`config.mk`:
```
export PLATFORM = sky130hd
export DESIGN_NAME = tmcg_timer
export DESIGN_NICKNAME = d
export VERILOG_FILES = /design/src/hw/tmcg_pkg.sv /design/src/hw/tmcg_timer.sv
export SDC_FILE = /design/constraint.sdc
export NUM_CORES = 1
export LEC_CHECK = 0
export BUFFER_PORTS_ARGS = -buffer_cell sky130_fd_sc_hd__clkbuf_2
export CAP_MARGIN = 20
export CELL_PAD_IN_SITES_DETAIL_PLACEMENT = 1
export CELL_PAD_IN_SITES_GLOBAL_PLACEMENT = 2
export CORE_MARGIN = 2
export CORE_UTILIZATION = 33
export CTS_CLUSTER_DIAMETER = 80
export DETAILED_ROUTE_END_ITERATION = 10
export PLACE_DENSITY = 0.88
export SYNTH_ARGS = -nofsm -noshare
export SYNTH_HDL_FRONTEND = slang
export SYNTH_SLANG_ARGS = --single-unit
```
`constraint.sdc`:
```
create_clock -name CLK_I -period 2.13 [get_ports CLK_I]
set_input_delay 0.5325 -clock CLK_I [delete_from_list [all_inputs] [get_ports CLK_I]]
set_output_delay 0.5325 -clock CLK_I [all_outputs]
set_load 0.02 [all_outputs]
```
`src/hw/tmcg_pkg.sv`:
```
package tmcg_pkg;
   // Register indices, byte address is four times the index
   localparam logic [2:0] IDX_CNT_HI = 3'h0;
   localparam logic [2:0] IDX_CNT_LO = 3'h1;
   localparam logic [2:0] IDX_RLD_HI = 3'h2;
   localparam logic [2:0] IDX_RLD_LO = 3'h3;
   localparam logic [2:0] IDX_PWM_HI = 3'h4;
   localparam logic [2:0] IDX_PWM_LO = 3'h5;
   localparam logic [2:0] IDX_CTL0 = 3'h6;
   localparam logic [2:0] IDX_CTL1 = 3'h7;

   // Reset and restart values
   localparam logic [15:0] CNT_RESET = 16'h0001;
   localparam logic [15:0] CNT_RESTART = 16'h0001;
   localparam logic [15:0] RLD_RESET = 16'hFFFF;
   localparam logic [15:0] PWM_RESET = 16'h0000;

   // Control register zero field positions
   localparam int unsigned CTL0_MSB_BIT = 7;
   localparam int unsigned CTL0_ISEL_LSB = 5;
   localparam int unsigned CTL0_PWMD_LSB = 1;
   localparam int unsigned CTL0_FLAG_BIT = 0;

   // Control register one field positions
   localparam int unsigned CTL1_EN_BIT = 7;
   localparam int unsigned CTL1_POL_BIT = 6;
   localparam int unsigned CTL1_PSC_LSB = 3;
   localparam int unsigned CTL1_MODE_LSB = 0;

   // Operating modes, mode_select_msb in bit 3
   localparam logic [3:0] MODE_COMPARE = 4'h2;
   localparam logic [3:0] MODE_GATED = 4'h6;
   localparam logic [3:0] MODE_CAPCMP = 4'h7;
   localparam logic [3:0] MODE_DUALPWM = 4'h8;
   localparam logic [3:0] MODE_CAPRST = 4'h9;

   // Interrupt source select encodings
   localparam logic [1:0] ISEL_INPUT = 2'h2;
   localparam logic [1:0] ISEL_RELOAD = 2'h3;

   // Software control fields
   typedef struct packed {
      logic en;
      logic pol;
      logic [2:0] psc;
      logic [3:0] mode;
      logic [1:0] isel;
      logic [2:0] pwmd;
   } tmcg_ctl_t;

   localparam tmcg_ctl_t CTL_RESET = '0;

   // Run state, Gray coded
   typedef enum logic [1:0] {
      ST_IDLE = 2'b00,
      ST_WAIT = 2'b01,
      ST_RUN = 2'b11
   } tmcg_state_t;
endpackage

```
`src/hw/tmcg_timer.sv`:
```
`timescale 1ns/1ps
// What this block does
// - Capture-restart edge copies count into the PWM pair.
// - Capture raises interrupt, restarts count at 0001H, sets capture flag.
// - Capture-restart reaching reload raises interrupt, restarts, clears flag.
// - Polarity bit picks rising or falling capture edge.
// - Compare mode interrupts at compare value and keeps counting.
// - Compare mode toggles output at each compare match.
// - Compare mode wraps FFFFH to 0000H and continues.
// - Gated mode counts only while input sits at asserted level.
// - Gated mode interrupts on input deassertion and on reload.
// - Gated reload interrupts, restarts at 0001H, counts while asserted.
// - Gated mode toggles output at each reload restart.
// - Software start count applies to first pass only.
// - Capture/compare starts on first edge without interrupt.
// - Later capture/compare edges capture, interrupt, restart, set flag.
// - Capture/compare reaching compare value interrupts, restarts, clears flag.
// - Interrupt covers both event classes unless select restricts it.
// - Select 0x all events, 10 input only, 11 reload only.
// - High byte read while enabled latches low byte for next read.
// - Count reads never disturb timer operation.
// - Low byte read while disabled returns live count.
// - Output toggles every time the counter reloads.
// - Shared pin is timer input except in dual-PWM mode.
// - Count byte write replaces that byte at next edge.
module tmcg_timer #(
   parameter int unsigned ADDR_W = 12
) (
   input wire logic CLK_I,                    // System clock
   input wire logic RESETN_I,                 // Async reset, active low
   input wire logic PSEL_I,                   // APB select
   input wire logic PENABLE_I,                // APB enable
   input wire logic PWRITE_I,                 // APB direction
   input wire logic [ADDR_W-1:0] PADDR_I,     // APB byte address
   input wire logic [31:0] PWDATA_I,          // APB write data
   input wire logic [3:0] PSTRB_I,            // APB byte strobes
   output logic [31:0] PRDATA_O,              // APB read data
   output logic PREADY_O,                     // APB ready
   output logic PSLVERR_O,                    // APB error
   input wire logic TIN_I,                    // Timer input pin level
   output logic TOUT_O,                       // Timer output level
   output logic TIN_PIN_O,                    // Complement output level
   output logic TIN_PIN_OE_O,                 // Complement output drive
   output logic TIMER_IRQ_O                   // Timer interrupt pulse
);
   import tmcg_pkg::*;

   // Register index match
   function automatic logic hit(input logic [2:0] a, input logic [2:0] i);
      return a == i;
   endfunction

   logic [15:0] cnt_r, cnt_nxt;
   logic [15:0] rld_r, rld_nxt;
   logic [7:0] rld_tmp_r, rld_tmp_nxt;
   logic [15:0] pwm_r, pwm_nxt;
   logic [7:0] hold_r, hold_nxt;
   tmcg_ctl_t ctl_r, ctl_nxt;
   logic flag_r, flag_nxt;
   logic tout_r, tout_nxt;
   logic [6:0] psc_r, psc_nxt;
   tmcg_state_t st_r, st_nxt;
   logic sync1_r, sync2_r, prev_r;
   logic irq_r, irq_nxt;
   logic pready_r, pready_nxt;
   logic pslverr_r, pslverr_nxt;
   logic [31:0] prdata_r, prdata_nxt;
   logic [2:0] idx;
   logic bad, wr_ok, rd_take;
   logic [7:0] wdat, rd_val;
   logic rise, fall, sel_edge, deassert, gate_lvl;
   logic [6:0] pmask;
   logic tick, at_rld, cap_ev, rld_ev, inp_ev, restart, cnt_wr;

   // APB decode, one wait state per access
   assign idx = PADDR_I[4:2];
   assign bad = (PADDR_I[1:0] != 2'h0) || (PADDR_I[ADDR_W-1:5] != '0);
   assign wr_ok = PSEL_I && PENABLE_I && pready_r && PWRITE_I && !bad
                  && PSTRB_I[0];
   assign rd_take = PSEL_I && PENABLE_I && !pready_r && !PWRITE_I;
   assign wdat = PWDATA_I[7:0];
   assign cnt_wr = wr_ok && (hit(idx, IDX_CNT_HI) || hit(idx, IDX_CNT_LO));

   always_comb begin
      rd_val = 8'h00;
      case (idx)
         IDX_CNT_HI: rd_val = cnt_r[15:8];
         IDX_CNT_LO: rd_val = ctl_r.en ? hold_r : cnt_r[7:0];
         IDX_RLD_HI: rd_val = rld_r[15:8];
         IDX_RLD_LO: rd_val = rld_r[7:0];
         IDX_PWM_HI: rd_val = pwm_r[15:8];
         IDX_PWM_LO: rd_val = pwm_r[7:0];
         IDX_CTL0: rd_val = {ctl_r.mode[3], ctl_r.isel, 1'b0, ctl_r.pwmd,
                             flag_r};
         IDX_CTL1: rd_val = {ctl_r.en, ctl_r.pol, ctl_r.psc,
                             ctl_r.mode[2:0]};
         default: rd_val = 8'h00;
      endcase
   end

   // Bus answer next values
   always_comb begin
      pready_nxt = 1'b0;
      pslverr_nxt = 1'b0;
      prdata_nxt = prdata_r;
      if (PSEL_I && PENABLE_I && !pready_r) begin
         pready_nxt = 1'b1;
         pslverr_nxt = bad;
         prdata_nxt = bad ? 32'h0000_0000 : {24'h00_0000, rd_val};
      end
   end

   // Input edge and level decode
   assign rise = sync2_r && !prev_r;
   assign fall = !sync2_r && prev_r;
   assign sel_edge = ctl_r.pol ? rise : fall;
   assign deassert = ctl_r.pol ? fall : rise;
   assign gate_lvl = sync2_r == ctl_r.pol;

   assign pmask = 7'((8'h01 << ctl_r.psc) - 8'h01);
   assign tick = ctl_r.en && ((psc_r & pmask) == pmask);
   assign psc_nxt = (ctl_r.en && !tick) ? 7'(psc_r + 7'h01) : 7'h00;
   assign at_rld = cnt_r == rld_r;

   // Mode engine: events and run state
   always_comb begin
      st_nxt = st_r;
      cap_ev = 1'b0;
      rld_ev = 1'b0;
      inp_ev = 1'b0;
      restart = 1'b0;
      if (!ctl_r.en) begin
         st_nxt = ST_IDLE;
      end else begin
         case (st_r)
            ST_IDLE: st_nxt = (ctl_r.mode == MODE_CAPCMP) ? ST_WAIT : ST_RUN;
            ST_WAIT: if (sel_edge) begin
               st_nxt = ST_RUN;
            end
            ST_RUN: begin
               case (ctl_r.mode)
                  MODE_CAPRST, MODE_CAPCMP: begin
                     if (sel_edge) begin
                        cap_ev = 1'b1;
                        inp_ev = 1'b1;
                     end else if (tick && at_rld) begin
                        rld_ev = 1'b1;
                        restart = 1'b1;
                     end
                  end
                  MODE_COMPARE: rld_ev = tick && at_rld;
                  MODE_GATED: begin
                     inp_ev = deassert;
                     if (tick && gate_lvl && at_rld) begin
                        rld_ev = 1'b1;
                        restart = 1'b1;
                     end
                  end
                  default: if (tick && at_rld) begin
                     rld_ev = 1'b1;
                     restart = 1'b1;
                  end
               endcase
            end
            default: st_nxt = ST_IDLE;
         endcase
      end
   end

   // Counter, capture, flag and output next values
   always_comb begin
      cnt_nxt = cnt_r;
      pwm_nxt = pwm_r;
      flag_nxt = flag_r;
      tout_nxt = tout_r;
      if (wr_ok && hit(idx, IDX_PWM_HI)) begin
         pwm_nxt[15:8] = wdat;
      end
      if (wr_ok && hit(idx, IDX_PWM_LO)) begin
         pwm_nxt[7:0] = wdat;
      end
      if (wr_ok && hit(idx, IDX_CTL0)) begin
         flag_nxt = wdat[CTL0_FLAG_BIT];
      end
      if (st_r == ST_RUN && tick
          && (ctl_r.mode != MODE_GATED || gate_lvl)) begin
         cnt_nxt = 16'(cnt_r + 16'h0001);
      end
      if (cap_ev) begin
         pwm_nxt = cnt_r;
         cnt_nxt = CNT_RESTART;
         flag_nxt = 1'b1;
      end
      if (restart) begin
         cnt_nxt = CNT_RESTART;
      end
      if (rld_ev) begin
         flag_nxt = 1'b0;
      end
      if (rld_ev) begin
         tout_nxt = !tout_r;
      end
      if (!ctl_r.en) begin
         tout_nxt = ctl_r.pol;
      end
      if (wr_ok && hit(idx, IDX_CNT_HI)) begin
         cnt_nxt[15:8] = wdat;
      end
      if (wr_ok && hit(idx, IDX_CNT_LO)) begin
         cnt_nxt[7:0] = wdat;
      end
   end

   assign irq_nxt = (inp_ev && ctl_r.isel != ISEL_RELOAD)
                    || (rld_ev && ctl_r.isel != ISEL_INPUT);

   // Holding latch and software registers
   always_comb begin
      hold_nxt = hold_r;
      rld_nxt = rld_r;
      rld_tmp_nxt = rld_tmp_r;
      ctl_nxt = ctl_r;
      // latch low byte on high read
      if (rd_take && !bad && hit(idx, IDX_CNT_HI) && ctl_r.en) begin
         hold_nxt = cnt_r[7:0];
      end
      if (wr_ok && hit(idx, IDX_RLD_HI)) begin
         rld_tmp_nxt = wdat;
      end
      if (wr_ok && hit(idx, IDX_RLD_LO)) begin
         rld_nxt = {rld_tmp_r, wdat};
      end
      if (wr_ok && hit(idx, IDX_CTL0)) begin
         ctl_nxt.mode[3] = wdat[CTL0_MSB_BIT];
         ctl_nxt.isel = wdat[CTL0_ISEL_LSB +: 2];
         ctl_nxt.pwmd = wdat[CTL0_PWMD_LSB +: 3];
      end
      if (wr_ok && hit(idx, IDX_CTL1)) begin
         ctl_nxt.en = wdat[CTL1_EN_BIT];
         ctl_nxt.pol = wdat[CTL1_POL_BIT];
         ctl_nxt.psc = wdat[CTL1_PSC_LSB +: 3];
         ctl_nxt.mode[2:0] = wdat[CTL1_MODE_LSB +: 3];
      end
   end

   // State registers
   always_ff @(posedge CLK_I or negedge RESETN_I) begin
      if (!RESETN_I) begin
         cnt_r <= CNT_RESET;
         rld_r <= RLD_RESET;
         rld_tmp_r <= RLD_RESET[15:8];
         pwm_r <= PWM_RESET;
         hold_r <= 8'h00;
         ctl_r <= CTL_RESET;
         flag_r <= 1'b0;
         tout_r <= 1'b0;
         psc_r <= 7'h00;
         st_r <= ST_IDLE;
         irq_r <= 1'b0;
         pready_r <= 1'b0;
         pslverr_r <= 1'b0;
         prdata_r <= 32'h0000_0000;
      end else begin
         cnt_r <= cnt_nxt;
         rld_r <= rld_nxt;
         rld_tmp_r <= rld_tmp_nxt;
         pwm_r <= pwm_nxt;
         hold_r <= hold_nxt;
         ctl_r <= ctl_nxt;
         flag_r <= flag_nxt;
         tout_r <= tout_nxt;
         psc_r <= psc_nxt;
         st_r <= st_nxt;
         irq_r <= irq_nxt;
         pready_r <= pready_nxt;
         pslverr_r <= pslverr_nxt;
         prdata_r <= prdata_nxt;
      end
   end

   always_ff @(posedge CLK_I or negedge RESETN_I) begin
      if (!RESETN_I) begin
         sync1_r <= 1'b0;
         sync2_r <= 1'b0;
         prev_r <= 1'b0;
      end else begin
         sync1_r <= TIN_I;
         sync2_r <= sync1_r;
         prev_r <= sync2_r;
      end
   end

   // Port drive
   assign PRDATA_O = prdata_r;
   assign PREADY_O = pready_r;
   assign PSLVERR_O = pslverr_r;
   assign TOUT_O = tout_r;
   assign TIMER_IRQ_O = irq_r;
   // pin turns output only in dual-PWM
   assign TIN_PIN_OE_O = ctl_r.mode == MODE_DUALPWM;
   assign TIN_PIN_O = !tout_r;

   // Checks
   property p_cap_copy;
      @(posedge CLK_I) disable iff (!RESETN_I)
      cap_ev |=> pwm_r == $past(cnt_r);
   endproperty
   a_cap_copy: assert property (p_cap_copy)
      else $error("capture value not stored");

   property p_cap_restart;
      @(posedge CLK_I) disable iff (!RESETN_I)
      (cap_ev && !cnt_wr) |=> (cnt_r == CNT_RESTART) && flag_r;
   endproperty
   a_cap_restart: assert property (p_cap_restart)
      else $error("capture did not restart or set flag");

   property p_rld_restart;
      @(posedge CLK_I) disable iff (!RESETN_I)
      (restart && !cnt_wr) |=> (cnt_r == CNT_RESTART) && !flag_r;
   endproperty
   a_rld_restart: assert property (p_rld_restart)
      else $error("reload did not restart or clear flag");

   property p_cmp_keep;
      @(posedge CLK_I) disable iff (!RESETN_I)
      (ctl_r.mode == MODE_COMPARE && st_r == ST_RUN && tick && !cnt_wr)
      |=> cnt_r == 16'($past(cnt_r) + 16'h0001);
   endproperty
   a_cmp_keep: assert property (p_cmp_keep)
      else $error("compare mode count not incremented");

   property p_gate_hold;
      @(posedge CLK_I) disable iff (!RESETN_I)
      (ctl_r.mode == MODE_GATED && !gate_lvl && !cnt_wr) |=> $stable(cnt_r);
   endproperty
   a_gate_hold: assert property (p_gate_hold)
      else $error("gated count moved while input idle");

   property p_toggle;
      @(posedge CLK_I) disable iff (!RESETN_I)
      (rld_ev && ctl_r.en) |=> TOUT_O != $past(TOUT_O);
   endproperty
   a_toggle: assert property (p_toggle)
      else $error("output did not toggle on reload");

   property p_irq_sel;
      @(posedge CLK_I) disable iff (!RESETN_I)
      ((inp_ev || rld_ev) ##1 1'b1) or (!(inp_ev || rld_ev) ##1 !TIMER_IRQ_O);
   endproperty
   a_irq_sel: assert property (p_irq_sel)
      else $error("interrupt without event");

   property p_irq_filter;
      @(posedge CLK_I) disable iff (!RESETN_I)
      (inp_ev && !rld_ev && ctl_r.isel == ISEL_RELOAD) |=> !TIMER_IRQ_O;
   endproperty
   a_irq_filter: assert property (p_irq_filter)
      else $error("input event passed reload-only filter");

   property p_hold;
      @(posedge CLK_I) disable iff (!RESETN_I)
      (rd_take && !bad && idx == IDX_CNT_HI && ctl_r.en)
      |=> hold_r == $past(cnt_r[7:0]);
   endproperty
   a_hold: assert property (p_hold)
      else $error("low byte not latched on high read");

   property p_first_edge;
      @(posedge CLK_I) disable iff (!RESETN_I)
      (st_r == ST_WAIT && ctl_r.en && sel_edge)
      |=> st_r == ST_RUN ##0 !TIMER_IRQ_O;
   endproperty
   a_first_edge: assert property (p_first_edge)
      else $error("first edge mishandled");
endmodule // tmcg_timer

```
After elaboration in Yosys (flattened, before gate mapping)
Cells that the tools add are included.
{"block": "op_classes", "addsub": 3, "eq_ne": 23, "shift": 1, "muxes": 41, "n_bitwise": 1, "reduce_logical": 50}
{"cell": "16-bit two-way mux", "count": 4}
{"cell": "8-bit one-hot mux with 8 select lines", "count": 1}
{"cell": "8-bit two-way mux", "count": 6}
{"cell": "1-bit logical AND", "count": 29}
{"cell": "1-bit two-way mux", "count": 22}
{"cell": "16-bit by 1-bit adder with 16-bit output, second input constant", "count": 1}
{"cell": "16-bit equality test", "count": 1}
{"cell": "3-bit equality test, second input constant", "count": 4}
{"cell": "4-bit by 3-bit equality test with 1-bit output, second input constant", "count": 2}
{"cell": "4-bit equality test, second input constant", "count": 2}
{"cell": "4-bit nonzero test", "count": 2}
{"cell": "7-bit by 1-bit adder with 7-bit output, second input constant", "count": 1}
{"cell": "7-bit bitwise AND", "count": 1}
{"cell": "7-bit equality test", "count": 1}
{"cell": "1-bit logical NOT", "count": 7}
{"cell": "7-bit two-way mux", "count": 1}
{"cell": "7-bit nonzero test", "count": 1}
{"cell": "1-bit by 3-bit << shifter with 7-bit output, first input constant", "count": 1}
{"cell": "7-bit by 1-bit subtractor with 7-bit output, second input constant", "count": 1}
{"cell": "3-bit by 2-bit equality test with 1-bit output, second input constant", "count": 2}
{"cell": "2-bit two-way mux", "count": 3}
{"cell": "2-bit != test, second input constant", "count": 3}
{"cell": "1-bit one-hot mux with 3 select lines", "count": 2}
{"cell": "2-bit one-hot mux with 3 select lines", "count": 1}
{"cell": "other kinds (16)", "count": 20}
{"block": "word_totals", "reg_bits": 127, "inputBits": 54, "output_inout_bits": 38, "wordCells": 144}

Logic depth before layout (Yosys ltp)
{"block": "depth", "word_depth": 13, "ltp_mapped": 8, "mapped_depth_nobuf": 6}

Worst setup path after synthesis
OpenSTA, ideal clock, no wires.
{"block": "synth_path", "path_kind": "input to register", "from": "input port PADDR_I[5]", "to": "register rld_r[6]", "setup_time_ps": 82, "arrival_time_ps": 2175, "required_time_ps": 2048, "slack_ps": -127, "cell_stages": 7, "n_path_buf": 2, "cell_sequence": "nor4_2 -> nand3_2 -> or2_1 -> buf_6 -> nor3_4 -> buf_6 -> mux2_2"}
{"block": "synth_between", "elab_chain_len": 6}
{"item": "start: declaration", "line_no": "tmcg_timer.sv:34", "text": "input wire logic [ADDR_W-1:0] PADDR_I,"}
{"item": "7-bit nonzero test", "line_no": "tmcg_timer.sv:77", "text": "assign bad = (PADDR_I[1:0] != 2'h0) || (PADDR_I[ADDR_W-1:5] != '0);"}
{"item": "1-bit logical OR", "line_no": "tmcg_timer.sv:77"}
{"item": "1-bit logical NOT", "line_no": "tmcg_timer.sv:78", "text": "assign wr_ok = PSEL_I && PENABLE_I && pready_r && PWRITE_I && !bad"}
{"item": "1-bit logical AND", "line_no": "tmcg_timer.sv:78"}
{"item": "1-bit logical AND", "line_no": "tmcg_timer.sv:79", "text": "&& PSTRB_I[0];"}
{"item": "1-bit logical AND", "line_no": "tmcg_timer.sv:230", "text": "if (wr_ok && hit(idx, IDX_RLD_LO)) begin"}
{"item": "end signal: assignment", "line_no": "tmcg_timer.sv:265", "text": "rld_r <= rld_nxt;"}
{"item": "end: declaration", "line_no": "tmcg_timer.sv:54", "text": "logic [15:0] rld_r, rld_nxt;"}
Every way passes these cells.
A chain may end at the register's enable or synchronous reset.

Worst setup path after layout
{"block": "layout_path", "from": "register rld_r[9]", "to": "register cnt_r[13]"}
{"block": "layout_between", "elab_chain_len": 9, "elab_cells_between_ends": 12, "cone_classes": "eq/ne: 1; mux: 8; reduce/logical: 3"}
{"item": "16-bit equality test *", "line_no": "tmcg_timer.sv:123", "text": "assign at_rld = cnt_r == rld_r;"}
{"item": "1-bit logical AND", "line_no": "tmcg_timer.sv:146, tmcg_timer.sv:159"}
{"item": "1-bit two-way mux", "line_no": "tmcg_timer.sv:146, tmcg_timer.sv:159"}
{"item": "1-bit two-way mux", "line_no": "tmcg_timer.sv:143", "text": "if (sel_edge) begin"}
{"item": "1-bit one-hot mux with 3 select lines *", "line_no": "tmcg_timer.sv:141", "text": "case (ctl_r.mode)"}
{"item": "1-bit two-way mux *", "line_no": "tmcg_timer.sv:135", "text": "case (st_r)"}
{"item": "1-bit two-way mux *", "line_no": "tmcg_timer.sv:132", "text": "if (!ctl_r.en) begin"}
{"item": "16-bit two-way mux", "line_no": "tmcg_timer.sv:194", "text": "if (restart) begin"}
{"item": "8-bit two-way mux", "line_no": "tmcg_timer.sv:206", "text": "if (wr_ok && hit(idx, IDX_CNT_HI)) begin"}
{"item": "end signal: assignment", "line_no": "tmcg_timer.sv:264", "text": "cnt_r <= cnt_nxt;"}
{"item": "end: declaration", "line_no": "tmcg_timer.sv:53", "text": "logic [15:0] cnt_r, cnt_nxt;"}
Every way passes the cells marked *; elsewhere a longest branch is shown, timed or not.

==> results.txt <==
- The run finished, with violations left.
- Failing checks: setup timing
* Syn avg cell area: 10.6 um2
* Static leakage: 3.01 nW
- The first global-routing pass estimated 27.4 mm of wire.
* Effective utilization at floorplan: 33.5%
- Most frequent standard cell in the layout excluding fill and tap cells: dfrtp_1
- The worst setup path is of the reg -> reg kind.
* Final number of setup-violating endpoints: 9
- Die span in y: 136 um
- EDFF count, synth: 0
- Boundary pin count: 92
- Power share of the sequential group: 46.5%
- Placer Congestion: 0.837
- Number of antenna violations at the first check in global routing: 0
* Min Clock Period, post-route: 2220 ps
- After synthesis, flip-flops and latches occupy 45.3% of the total area.
* Crit path launch type: flip-flop
- Counting both buffers and inverters, the worst setup path holds a total of 1.
- Die width: 136 um
- Count of different cell masters after synthesis: 66
- Num Clock Sinks: 103
- Of all flip-flops after synthesis, the portion carrying an async set or reset was 100%.
- Signal arrival time at the worst endpoint: 2470 ps
- Cells along the critical path: xnor2_2 > nand4_1 > or4_4 > nand4bb_4 > or3b_4 > buf_12 > o21ai_4
* Cells after DPL: 846
* Critical path's top delay family: simple AND/OR/NAND/NOR gates
- Global route total overflow: 0
* Netlist Area Pre-Place: 5750 um2
- Along the worst path, the maximum fanout reaches 8.
- Dividing total power by cell area gives a power density of 599 nW/um2.
- Of the total power, the clock network draws 47.5%.
- Cells fill 41.1% of the core in the end.
* Core region area: 17,200 um2
- HPWL after DPL: 12.7 mm
- Routed wire per std cell: 19.9 um
* Clock edge transition at the registers on the reported setup and hold paths: 80 ps
* Initial DRC count: 231
- In this run the worst hold path is classified as in -> async.
- Most instantiated flip-flop cell in the synthesis netlist: dfrtp_1
- The initialized floorplan defines 48 standard-cell rows.
- Syn. warnings: 0
- The number of hold buffers added after CTS was 0.
- Total vias in the final route: 4,499
- Achievable frequency: 451 MHz
- The count of final hold-check violations came to 0.
* Post-layout instance count excluding filler cells: 866
- Number of buffers created by CTS: 9
- Power share of the combinational group: 6.1%
- Number of maximum-capacitance violations: 0
- The number of cells on the worst reg-to-reg path is 7.
- The library cells used most frequently in the layout, excluding fill and tap cells, are 77 x dfrtp_1, 65 x buf_4, 58 x nand2_1.
- Layout area overhead: 22.7%
- Once routing completed, OpenROAD measured the worst setup slack at -89.5 ps.
- The count of nets left with antenna violations once routing finished came out at 0.
* Largest net degree at the start of global routing: 34
- Int Pwr: 3.22 mW
- Number of pins exceeding their max-slew limit in the final report: 0
- Antenna diode count: 0
- Global routing used 19.7% of the available tracks across all layers.
* Slowest stage cell, crit path: or4_4
- In this run the number of H-tree levels came out at 3.
* DRC: 0
- At the worst endpoint, the required time is 2380 ps.
- Setup repair after global routing could not meet its margin everywhere.
- Net switching power figure: 1.01 mW
* Detailed Route WL: 17.3 mm
- Once placement finished, the instance area stood at 6570 um2.
- Final TNS setup: -597 ps
* Buffers added on ports: 40
* Final cycle utilization of the critical path: 104%
- No sink is reached through more buffers than the 2 on the longest clock path.
* Die Outline Area: 18,500 um2
- Switching power as a share of total power: 23.9%
- In this run the clock root is driven by a clkbuf_16.
- Critical path capture point type: flip-flop
- Between clock sinks in the finished design, the worst skew comes to 11.4 ps.
- Max stage delay on crit path: 570 ps
- Number of flip-flops and latches in the synthesized netlist: 103
- Detailed-routing iteration count for the pre-antenna-repair pass: 4
* Clock tree from TritonCTS: done
- Total number of nets in the final design: 692
* Source-to-sink clock delay at the later pin of the worst-skew pair: 380 ps
- Number of cells on the critical path: 7
- Fraction of layout instances using a drive strength above 1: 38.5%
- Cell area after layout: 7060 um2
* Number of global-route vias before repair: 4,926
- Cells after Synth: 544
- The worst-case IR drop observed on VDD is 0.407 mV.
- After detailed routing, the number of vias per cell comes to 5.20.
## timing repair
item,in CTS,in global routing
endpoints found under the hold margin,0,0
pin swaps,15,4
gates resized for setup,8,17
buffers inserted,3,1
setup endpoints to repair,19,36
## area by class of cell
type                       count  area, um2
fill                        1951      10100
clock buffer                  10        239
timing repair buffer         111        806
clock inverter                 6        116
sequential                   103       2610
tap                          225        282
multi-input combinational    406       2990
inverter                       5       18.8
## registers in the layout, summed over array words and instances (netlist names), 2 cells and up
register	flops
PRDATA_O	8
ctl_r	14
rld_tmp_r	8
cnt_r	16
hold_r	8
pwm_r	16
psc_r	7
st_r	2
rld_r	16
## layer usage
| layer | global-route usage [%] | wire [um] | vias up |
|---|---|---|---|
| li1 | - | - | 2063 |
| met1 | 24.2 | 7240 | 2309 |
| met2 | 34.0 | 8820 | 96 |
| met3 | 3.39 | 675 | 31 |
| met4 | 8.62 | 533 | 0 |
| met5 | 0 | 0 | - |
## power groups by stage
stage                     Clock [mW]  Combinational, mW  Sequential [mW]
after global routing            2.12              0.280             1.97
final                           2.01              0.257             1.97
after CTS                       2.04              0.258             1.97
after global placement             0              0.250             2.00
after detailed placement           0              0.256             2.00
after floorplan                    0              0.145             2.00
## Yosys cell counts (7+ instances only)
cell type | n | share of area (%)
and3_1 | 7 | 0.76
o21ai_2 | 10 | 1.5
xnor2_1 | 21 | 3.2
nand3_1 | 9 | 0.78
o21ai_0 | 29 | 2.5
nand2_1 | 58 | 3.8
dfstp_2 | 25 | 11
xor2_1 | 16 | 2.4
dfrtp_1 | 78 | 34
a21oi_1 | 8 | 0.70
nand4_1 | 14 | 1.5
o22ai_1 | 8 | 0.87
mux2_2 | 53 | 10
mux2i_1 | 29 | 5.0
nor2b_1 | 7 | 0.76
nor2_1 | 28 | 1.8
clkbuf_1 | 13 | 0.85
buf_4 | 26 | 3.4
## stage by stage
stage               setup slack, ps  power [mW]  hold WS (ps)
floorplan                     -38.8        2.15           237
global placement               -275        2.25           348
detailed placement             -313        2.26           349
CTS                           -89.5        4.26           108
global route                   -115        4.36           115
finish                        -89.5        4.23          97.1
## worst register-to-register path, cell delays in order, from the launching register on
cell	delay [ps]
dfstp_2	550
xnor2_2	130
nand4_1	130
or4_4	570
nand4bb_4	240
or3b_4	280
buf_12	130
o21ai_4	60
## kinds of logic (layout without fill, tap and decap cells)
family | Yosys count | after routing | synth area share (%)
compound gates | 92 | 92 | 10.8
simple gates | 168 | 168 | 15.8
xor+xnor | 37 | 37 | 5.63
other cells | 1 | 24 | 0.0652
fa+ha+maj | 2 | 2 | 0.435
flops | 103 | 103 | 45.3
buf+inv | 58 | 132 | 6.15
mux | 83 | 83 | 15.8
## final timing paths
kind	slack (ps)	to	startpoint
hold / removal	100	cnt_r[15]$_DFFE_PN0P_	RESETN_I
setup reg to reg	-90	cnt_r[13]$_DFFE_PN0P_	rld_r[9]$_DFFE_PN1P_
max in group asynchronous	1370	rld_r[0]$_DFFE_PN1P_	RESETN_I
setup / recovery	-90	cnt_r[13]$_DFFE_PN0P_	rld_r[9]$_DFFE_PN1P_
hold reg to reg	340	sync2_r$_DFF_PN0_	sync1_r$_DFF_PN0_
min in group CLK_I	270	sync1_r$_DFF_PN0_	TIN_I
Note: power is estimated with default switching activity, not from simulation.
